## src/design/tmr_pkg.sv

```systemverilog
// Purpose: shared constants for the three-mode reload/capture timer
// Assumes: 100 MHz system clock, 32-bit AHB-Lite register window
// Notes:   register offsets are byte addresses, one word each
package tmr_pkg;

  // register byte offsets
  localparam logic [4:0] OFS_CTRL   = 5'h00;
  localparam logic [4:0] OFS_RLD_LO = 5'h04;
  localparam logic [4:0] OFS_RLD_HI = 5'h08;
  localparam logic [4:0] OFS_CNT_LO = 5'h0C;
  localparam logic [4:0] OFS_CNT_HI = 5'h10;
  localparam logic [4:0] OFS_CLOCK_CONTROL_REG  = 5'h14;
  localparam logic [4:0] OFS_IRQEN  = 5'h18;

  // timer_control_reg fields
  localparam int CTRL_HFLAG = 7;
  localparam int CTRL_LFLAG = 6;
  localparam int CTRL_LIEN  = 5;
  localparam int CTRL_CAPEN = 4;
  localparam int CTRL_SPLIT = 3;
  localparam int CTRL_RUN   = 2;
  localparam int CTRL_ALT1  = 1;
  localparam int CTRL_ALT0  = 0;

  // clock_control_reg and extended_irq_enable_reg fields
  localparam int CLOCK_CONTROL_REG_HSYS = 1;
  localparam int CLOCK_CONTROL_REG_LSYS = 0;
  localparam int IRQEN_TMR  = 0;

  // values after reset
  localparam logic [7:0] RST_BYTE = 8'h00;

  // alt_source_select encodings
  localparam logic [1:0] ALT_DIV12 = 2'h0;
  localparam logic [1:0] ALT_COMP  = 2'h1;
  localparam logic [1:0] ALT_RSVD  = 2'h2;
  localparam logic [1:0] ALT_EXT8  = 2'h3;

  // prescaler counts
  localparam logic [3:0] DIV12_LAST = 4'hB;
  localparam logic [2:0] DIV8_LAST  = 3'h7;

  // ahb
  localparam logic [1:0] HTRANS_NONSEQ = 2'h2;
  localparam logic [2:0] HSIZE_WORD    = 3'h2;

endpackage

```

## src/design/tmr_timer.sv

```systemverilog
// Purpose: 16-bit reload timer with split and capture modes, AHB-Lite
// Assumes: comp1_i and ext_osc_i are asynchronous to clk_i
// Notes:   zero-wait-state slave, always OKAY
//
// Overview of operation
// - timer is a low and high byte; split bit picks 16-bit or two 8-bit.
// - sources are clock, clock/12, ext osc/8, comparator 1, synchronised.
// - 16-bit wrap from FFFF reloads both bytes and sets high flag.
// - in 16-bit mode every full overflow interrupts when timer irq enabled.
// - with low-byte irq enable too, each low byte wrap interrupts.
// - split mode: each byte reloads from its own reload byte.
// - split mode: run bit gates only high byte, low byte always runs.
// - per-byte system_clock bit, else shared field: /12, comp1, reserved, ext/8.
// - split mode: each byte wrap sets its own overflow flag.
// - split: high wrap interrupts; with low enable, either byte does.
// - flags never cleared by hardware; software clears and checks both.
// - capture enable bit selects capture mode; software keeps split at 0.
// - capture on comparator rise or every 8 ext cycles, by field bit 1.
// - capture copies count into reload pair, sets high flag, interrupts.
`timescale 1ns/1ns
module tmr_timer
(
  // clock and reset
  input  wire logic        clk_i,
  input  wire logic        resetn_i,
  // ahb-lite slave
  input  wire logic        hsel_i,
  input  wire logic [31:0] haddr_i,
  input  wire logic [1:0]  htrans_i,
  input  wire logic        hwrite_i,
  input  wire logic [2:0]  hsize_i,
  input  wire logic        hready_i,
  input  wire logic [31:0] hwdata_i,
  output logic      [31:0] hrdata_o,
  output logic             hreadyout_o,
  output logic             hresp_o,
  // counted sources
  input  wire logic        comp1_i,
  input  wire logic        ext_osc_i,
  // timer interrupt
  output logic             irq_o
);

  //////////////////////////////////////////////////////////////////////////
  // registers

  logic [7:0]  ctrl_reg;
  logic [7:0]  rld_lo_reg;
  logic [7:0]  rld_hi_reg;
  logic [1:0]  clock_control_reg_reg;
  logic        irqen_reg;
  logic        wr_pend_reg;
  logic [4:0]  wr_addr_reg;
  logic [31:0] hrdata_reg;
  logic        irq_reg;
  logic [3:0]  div12_reg;
  logic [2:0]  ext_cnt_reg;

  wire split   = ctrl_reg[tmr_pkg::CTRL_SPLIT];
  wire run     = ctrl_reg[tmr_pkg::CTRL_RUN];
  wire cap_en  = ctrl_reg[tmr_pkg::CTRL_CAPEN];
  wire low_ien = ctrl_reg[tmr_pkg::CTRL_LIEN];
  wire hflag   = ctrl_reg[tmr_pkg::CTRL_HFLAG];
  wire lflag   = ctrl_reg[tmr_pkg::CTRL_LFLAG];
  wire [1:0] alt_sel = ctrl_reg[tmr_pkg::CTRL_ALT1:tmr_pkg::CTRL_ALT0];

  //////////////////////////////////////////////////////////////////////////
  // bus decode

  wire addr_ok  = (haddr_i[31:5] == 27'h0000000) && (haddr_i[1:0] == 2'h0);
  wire take     = hsel_i && hready_i && htrans_i[1];
  wire rd_take  = take && !hwrite_i;
  wire wr_take  = take && hwrite_i && addr_ok;

  wire wr_ctrl  = wr_pend_reg && (wr_addr_reg == tmr_pkg::OFS_CTRL);
  wire wr_rldl  = wr_pend_reg && (wr_addr_reg == tmr_pkg::OFS_RLD_LO);
  wire wr_rldh  = wr_pend_reg && (wr_addr_reg == tmr_pkg::OFS_RLD_HI);
  wire wr_cntl  = wr_pend_reg && (wr_addr_reg == tmr_pkg::OFS_CNT_LO);
  wire wr_cnth  = wr_pend_reg && (wr_addr_reg == tmr_pkg::OFS_CNT_HI);
  wire wr_clock_control_reg = wr_pend_reg && (wr_addr_reg == tmr_pkg::OFS_CLOCK_CONTROL_REG);
  wire wr_irqen = wr_pend_reg && (wr_addr_reg == tmr_pkg::OFS_IRQEN);
  wire [7:0] wbyte = hwdata_i[7:0];

  //////////////////////////////////////////////////////////////////////////
  // clock sources

  logic comp_rise;
  logic ext_rise;

  tmr_edge_sync u_comp_sync
  (
    .clk_i    (clk_i),
    .resetn_i (resetn_i),
    .async_i  (comp1_i),
    .rise_o   (comp_rise)
  );

  tmr_edge_sync u_ext_sync
  (
    .clk_i    (clk_i),
    .resetn_i (resetn_i),
    .async_i  (ext_osc_i),
    .rise_o   (ext_rise)
  );

  wire tick12 = (div12_reg == tmr_pkg::DIV12_LAST);
  wire ext8   = ext_rise && (ext_cnt_reg == tmr_pkg::DIV8_LAST);

  // per-byte source pick, reserved code never ticks
  function automatic logic pick_tick(input logic sys_sel,
                                     input logic [1:0] alt,
                                     input logic t12,
                                     input logic tcmp,
                                     input logic text8);
    logic t;
    t = 1'b0;
    if (sys_sel)
      t = 1'b1;
    else
      case (alt)
        tmr_pkg::ALT_DIV12: t = t12;
        tmr_pkg::ALT_COMP:  t = tcmp;
        tmr_pkg::ALT_EXT8:  t = text8;
        default:            t = 1'b0;
      endcase
    return t;
  endfunction

  wire tick_lo = pick_tick(clock_control_reg_reg[tmr_pkg::CLOCK_CONTROL_REG_LSYS], alt_sel,
                           tick12, comp_rise, ext8);
  wire tick_hi = pick_tick(clock_control_reg_reg[tmr_pkg::CLOCK_CONTROL_REG_HSYS], alt_sel,
                           tick12, comp_rise, ext8);

  //////////////////////////////////////////////////////////////////////////
  // counting

  logic [7:0] cnt_lo;
  logic [7:0] cnt_hi;
  logic       carry_lo;
  logic       carry_hi;

  // split: low free-running, high gated by run; else 16-bit chain
  wire inc_lo   = split ? tick_lo : (run && tick_lo);
  wire inc_hi   = split ? (run && tick_hi)
                        : (inc_lo && carry_lo);
  wire wrap_lo  = inc_lo && carry_lo;
  wire wrap_hi  = inc_hi && carry_hi;
  // capture mode lets the count roll over instead of reloading
  wire rld_lo_en = split || !cap_en;
  wire rld_hi_en = split || !cap_en;

  tmr_count_byte #(.W(8)) u_lo
  (
    .clk_i        (clk_i),
    .resetn_i     (resetn_i),
    .inc_i        (inc_lo),
    .reload_i     (rld_lo_en && (split || carry_hi)),
    .reload_val_i (rld_lo_reg),
    .wr_i         (wr_cntl),
    .wdata_i      (wbyte),
    .count_o      (cnt_lo),
    .carry_o      (carry_lo)
  );

  tmr_count_byte #(.W(8)) u_hi
  (
    .clk_i        (clk_i),
    .resetn_i     (resetn_i),
    .inc_i        (inc_hi),
    .reload_i     (rld_hi_en),
    .reload_val_i (rld_hi_reg),
    .wr_i         (wr_cnth),
    .wdata_i      (wbyte),
    .count_o      (cnt_hi),
    .carry_o      (carry_hi)
  );

  //////////////////////////////////////////////////////////////////////////
  // capture and flags

  wire cap_evt  = cap_en && (alt_sel[1] ? ext8 : comp_rise);
  wire set_h    = cap_evt || (wrap_hi && (split || !cap_en));
  wire set_l    = wrap_lo;

  // hardware set beats a software clear in the same cycle
  wire [7:0] ctrl_sw   = wr_ctrl ? wbyte : ctrl_reg;
  wire [7:0] ctrl_next = {ctrl_sw[7] | set_h,
                          ctrl_sw[6] | set_l,
                          ctrl_sw[5:0]};

  wire [7:0] rld_lo_next = cap_evt ? cnt_lo :
                           wr_rldl ? wbyte : rld_lo_reg;
  wire [7:0] rld_hi_next = cap_evt ? cnt_hi :
                           wr_rldh ? wbyte : rld_hi_reg;

  wire irq_next = irqen_reg && (hflag || (low_ien && lflag));

  //////////////////////////////////////////////////////////////////////////
  // read mux

  wire [4:0] raddr = haddr_i[4:0];
  wire [7:0] rd_byte =
    (raddr == tmr_pkg::OFS_CTRL)   ? ctrl_reg   :
    (raddr == tmr_pkg::OFS_RLD_LO) ? rld_lo_reg :
    (raddr == tmr_pkg::OFS_RLD_HI) ? rld_hi_reg :
    (raddr == tmr_pkg::OFS_CNT_LO) ? cnt_lo     :
    (raddr == tmr_pkg::OFS_CNT_HI) ? cnt_hi     :
    (raddr == tmr_pkg::OFS_CLOCK_CONTROL_REG)  ? {6'h00, clock_control_reg_reg} :
    (raddr == tmr_pkg::OFS_IRQEN)  ? {7'h00, irqen_reg} : 8'h00;
  wire [31:0] rd_word = addr_ok ? {24'h000000, rd_byte} : 32'h00000000;

  //////////////////////////////////////////////////////////////////////////
  // state

  always_ff @(posedge clk_i or negedge resetn_i)
  begin
    if (!resetn_i)
    begin
      ctrl_reg    <= tmr_pkg::RST_BYTE;
      rld_lo_reg  <= tmr_pkg::RST_BYTE;
      rld_hi_reg  <= tmr_pkg::RST_BYTE;
      clock_control_reg_reg   <= 2'h0;
      irqen_reg   <= 1'b0;
      irq_reg     <= 1'b0;
    end
    else
    begin
      ctrl_reg    <= ctrl_next;
      rld_lo_reg  <= rld_lo_next;
      rld_hi_reg  <= rld_hi_next;
      clock_control_reg_reg   <= wr_clock_control_reg ? wbyte[1:0] : clock_control_reg_reg;
      irqen_reg   <= wr_irqen ? wbyte[tmr_pkg::IRQEN_TMR] : irqen_reg;
      irq_reg     <= irq_next;
    end
  end

  always_ff @(posedge clk_i or negedge resetn_i)
  begin
    if (!resetn_i)
    begin
      wr_pend_reg <= 1'b0;
      wr_addr_reg <= 5'h00;
      hrdata_reg  <= 32'h00000000;
    end
    else
    begin
      wr_pend_reg <= wr_take;
      wr_addr_reg <= wr_take ? haddr_i[4:0] : wr_addr_reg;
      hrdata_reg  <= rd_take ? rd_word : hrdata_reg;
    end
  end

  // prescalers: only the synchronised rise moves the ext counter
  always_ff @(posedge clk_i or negedge resetn_i)
  begin
    if (!resetn_i)
    begin
      div12_reg   <= 4'h0;
      ext_cnt_reg <= 3'h0;
    end
    else
    begin
      div12_reg   <= tick12 ? 4'h0 : div12_reg + 4'h1;
      ext_cnt_reg <= ext_rise ? ext_cnt_reg + 3'h1 : ext_cnt_reg;
    end
  end

  assign hrdata_o    = hrdata_reg;
  assign hreadyout_o = 1'b1;
  assign hresp_o     = 1'b0;
  assign irq_o       = irq_reg;
endmodule // tmr_timer

```

## src/design/tmr_edge_sync.sv

```systemverilog
// Purpose: bring an asynchronous level into clk_i and mark its rise
// Assumes: input slower than half the system clock
// Notes:   first stage feeds only the second stage
`timescale 1ns/1ns
module tmr_edge_sync
(
  // clock and reset
  input  wire logic clk_i,
  input  wire logic resetn_i,
  // async level in, one-cycle rise pulse out
  input  wire logic async_i,
  output logic      rise_o
);

  logic meta_reg;
  logic sync_reg;
  logic last_reg;

  always_ff @(posedge clk_i or negedge resetn_i)
  begin
    if (!resetn_i)
    begin
      meta_reg <= 1'b0;
      sync_reg <= 1'b0;
      last_reg <= 1'b0;
    end
    else
    begin
      meta_reg <= async_i;
      sync_reg <= meta_reg;
      last_reg <= sync_reg;
    end
  end

  assign rise_o = sync_reg & ~last_reg;

endmodule // tmr_edge_sync

```

## src/design/tmr_count_byte.sv

```systemverilog
// Purpose: one counting half of the timer
// Assumes: reload only takes effect on the increment that wraps
// Notes:   software write beats any increment in the same cycle
`timescale 1ns/1ns
module tmr_count_byte
#(
  parameter int W = 8
)
(
  // clock and reset
  input  wire logic         clk_i,
  input  wire logic         resetn_i,
  // counting control
  input  wire logic         inc_i,
  input  wire logic         reload_i,
  input  wire logic [W-1:0] reload_val_i,
  // software access
  input  wire logic         wr_i,
  input  wire logic [W-1:0] wdata_i,
  // state
  output logic      [W-1:0] count_o,
  output logic              carry_o
);

  // a one-bit counter has no distinct top value to wrap from
  if (W < 2)
  begin : g_width_check
    $error("tmr_count_byte: W must be at least 2");
  end

  logic [W-1:0] count_reg;
  logic [W-1:0] count_next;
  wire  [W-1:0] count_inc = count_reg + {{(W-1){1'b0}}, 1'b1};
  wire          at_top    = &count_reg;

  assign count_next = wr_i ? wdata_i :
                      !inc_i ? count_reg :
                      (at_top && reload_i) ? reload_val_i : count_inc;

  always_ff @(posedge clk_i or negedge resetn_i)
  begin
    if (!resetn_i)
      count_reg <= '0;
    else
      count_reg <= count_next;
  end

  assign count_o = count_reg;
  assign carry_o = at_top;

endmodule // tmr_count_byte

```

## config.mk

```make
export PLATFORM = sky130hd
export DESIGN_NAME = tmr_timer
export DESIGN_NICKNAME = d
export VERILOG_FILES = /design/src/design/tmr_pkg.sv /design/src/design/tmr_timer.sv /design/src/design/tmr_edge_sync.sv /design/src/design/tmr_count_byte.sv
export SDC_FILE = /design/constraint.sdc
export NUM_CORES = 1
export LEC_CHECK = 0
export BUFFER_PORTS_ARGS = -buffer_cell sky130_fd_sc_hd__buf_2
export CAP_MARGIN = 0
export CORE_UTILIZATION = 40
export DETAILED_ROUTE_END_ITERATION = 12
export PLACE_DENSITY = 0.72
export SLEW_MARGIN = 20
export SYNTH_ARGS = -nofsm -noshare
export SYNTH_HDL_FRONTEND = slang
export SYNTH_HIERARCHICAL = 1
export SYNTH_SLANG_ARGS = --single-unit
```

## constraint.sdc

```tcl
create_clock -name clk_i -period 3.05 [get_ports clk_i]
set_input_delay 0.4575 -clock clk_i [delete_from_list [all_inputs] [get_ports clk_i]]
set_output_delay 0.4575 -clock clk_i [all_outputs]
set_load 0.03 [all_outputs]
```

==> results.tsv <==
metric	value	unit
comb_power_share	0.226	
yosys.area.top_type	dfrtp_1	
grt_remaining_overflow	0	
run_status	finished, final reports clean	
p_sw_frac	0.333	
io_pins	111	
synth_area_leaders	dfrtp_1 (42%), mux2i_1 (7.3%), a21oi_1 (5.5%)	
setup_viol	0	
die_y	105	µm
seq_area	1780	µm²
peakVddDrop	0.254	mV
grt_max_degree	42	
num-fill-cells	967	
clkTransAtPathRegs	0.08	ns
worstHoldPathType	primary input to async pin	
finalHoldViolations	0	
clock_skew	0.0100	ns
yosys.area.top_type_share	0.415	
cap_violations	0	
cts_resized	0	
drtIter0Drc	237	
cts_num_sinks	71	
nets	562	
rsz0062_at_grt	false	
core	10300	µm²
synth-seq-area-share	0.415	
grt_pass1_wl	17.3	mm
vias_per_cell	5.57	
cp.buffers_inverters	0	
cts_hold_buf	0	
synth-seq-cells	71	
cts_tree	done	
htree_levels	3	
syn_area_per_cell	9.97	µm²
detailed_place_hpwl	7.73	mm
totalWireLength	10.4	mm
synth_edf_count	0	
clockBufferDepth	2	
grt_pass1_vias	3336	
crit_chain	ha_1 -> or3b_2 -> a22oi_1 -> o22a_1 -> and3_1 -> and2b_1 -> mux2i_1 -> o21ai_1	
setup_tns	0	ns
postSynthCellCount	429	
dr.pass1.iters	5	
multiInputGateArea	2280	µm²
worstSetupPathType	flip-flop to flip-flop	
drive_gt1_frac	0.254	
layout_commonest_cell	dfrtp_1	
period_minus_slack	2.52	ns
worstMarginPinSlew	0.877	ns
max_stage_delay	0.46	ns
critPathCaptureType	flip-flop	
initial_core_util	0.414	
yosysWarnings	6	
synthFlopType	dfrtp_1	
ant_nets	0	
p_int	0.00200	W
p_per_area	621	nW/µm²
power.leakage	2.28	nW
areaGrowthSynthToFinish	12.5	%
crit_required	3.29	ns
row_count	37	
chipWidth	105	µm
dieArea	11100	µm²
layout_common_cells	dfrtp_1 (71), buf_2 (56), a21oi_1 (47)	
clkPwrFrac	0.300	
numCtsBuffers	9	
cp.arrival	2.75	ns
seq_power_share	0.474	
path_max_fanout	9	
vias	3462	
clk_latency	0.36	ns
drc_errors	0	
diodes	0	
start_kind	flip-flop	
crit_slowest_cell	or3b_2	
yosysUniqueCellTypes	61	
gp_congestion	0.903	
crit_family	simple AND/OR/NAND/NOR gates	
portBuffers	56	
power.switching	0.000996	W
slew_violations	0	
synth_area	4280	µm²
post-cts-setup-buffers	0	
slew_headroom	0.415	
min_period_over_period	0.826	
wl_per_cell	16.8	µm
postSynth.asyncResetShare	1.00	
cts_root_buf	clkbuf_8	
fmax	397	MHz
grt.total_usage	0.202	
antenna_found_initial	0	
utilization	0.466	
[power by group through the flow]
stage               combinational (W)  sequential, W  clock, W
detailed placement           0.000669        0.00142         0
CTS                          0.000677        0.00141  0.000909
global route                 0.000769        0.00144  0.000946
floorplan                    0.000550        0.00133         0
finish                       0.000676        0.00142  0.000897
global placement             0.000641        0.00141         0
[stage by stage]
step	cell area, µm²	setup WS, ns	hold WS (ns)	instances	power, W
after floorplan	4370	0.834	0.162	453	0.00188
after global placement	4580	0.615	0.334	606	0.00205
after detailed placement	4580	0.609	0.337	606	0.00209
after CTS	4810	0.555	0.199	621	0.00299
after global routing	4810	0.378	0.201	621	0.00316
final	4810	0.531	0.208	621	0.00299
[routing by layer]
metal,share of wire,global-route usage,vias to the layer above,wire length (µm)
met5,0,0,-,0
met4,0.025,0.0865,0,257
met3,0.070,0.0396,24,728
met2,0.47,0.325,153,4950
met1,0.43,0.264,1667,4500
li1,-,-,1618,-
[cell usage after synthesis, drive strengths merged, types with 8 or more instances]
cell type  instances
a21o               9
a21oi             49
buf               36
clkbuf             9
dfrtp             71
inv                8
mux2              20
mux2i             31
nand2             19
nand3             12
nand4              8
nor2              30
nor3               9
nor3b             10
o21ai             24
[worst paths after layout]
path | to | start | cells past startpoint | slack, ns
worst max register to register | u_lo/count_o[6]$_DFFE_PN0P_ | div12_reg[0]$_DFF_PN0_ | 8 | 0.53
min in group clk_i | u_ext_sync/meta_reg$_DFF_PN0_ | ext_osc_i | 1 | 0.21
worst min register to register | u_comp_sync/sync_reg$_DFF_PN0_ | u_comp_sync/meta_reg$_DFF_PN0_ | 0 | 0.35
max in group asynchronous | u_hi/count_o[4]$_DFFE_PN0P_ | resetn_i | 2 | 2.06
worst max-delay path | u_lo/count_o[6]$_DFFE_PN0P_ | div12_reg[0]$_DFF_PN0_ | 8 | 0.53
worst min-delay path | u_ext_sync/meta_reg$_DFF_PN0_ | resetn_i | 1 | 0.21
[layout make-up]
type	count	area share
Timing Repair Buffer	62	0.0676
Clock inverter	6	0.0229
Inverter	8	0.00624
Sequential cell	71	0.369
Multi-Input combinational cell	329	0.473
Tap cell	136	0.0354
Clock buffer	9	0.0257
[cell families (layout without fill, tap and decap cells)]
group                      Yosys count  in the layout  share of synthesized area
AOI/OAI and AO/OA                  110            110                      0.155
xor gates and xnor gates             8              8                     0.0164
adders and majority gates            5              5                     0.0146
buffers and inverters               53             85                     0.0734
DFF                                 71             71                      0.415
muxes                               52             52                      0.130
other                                2             26                    0.00176
and+or+nand+nor                    128            128                      0.193
(Power assumes the default switching activity.)
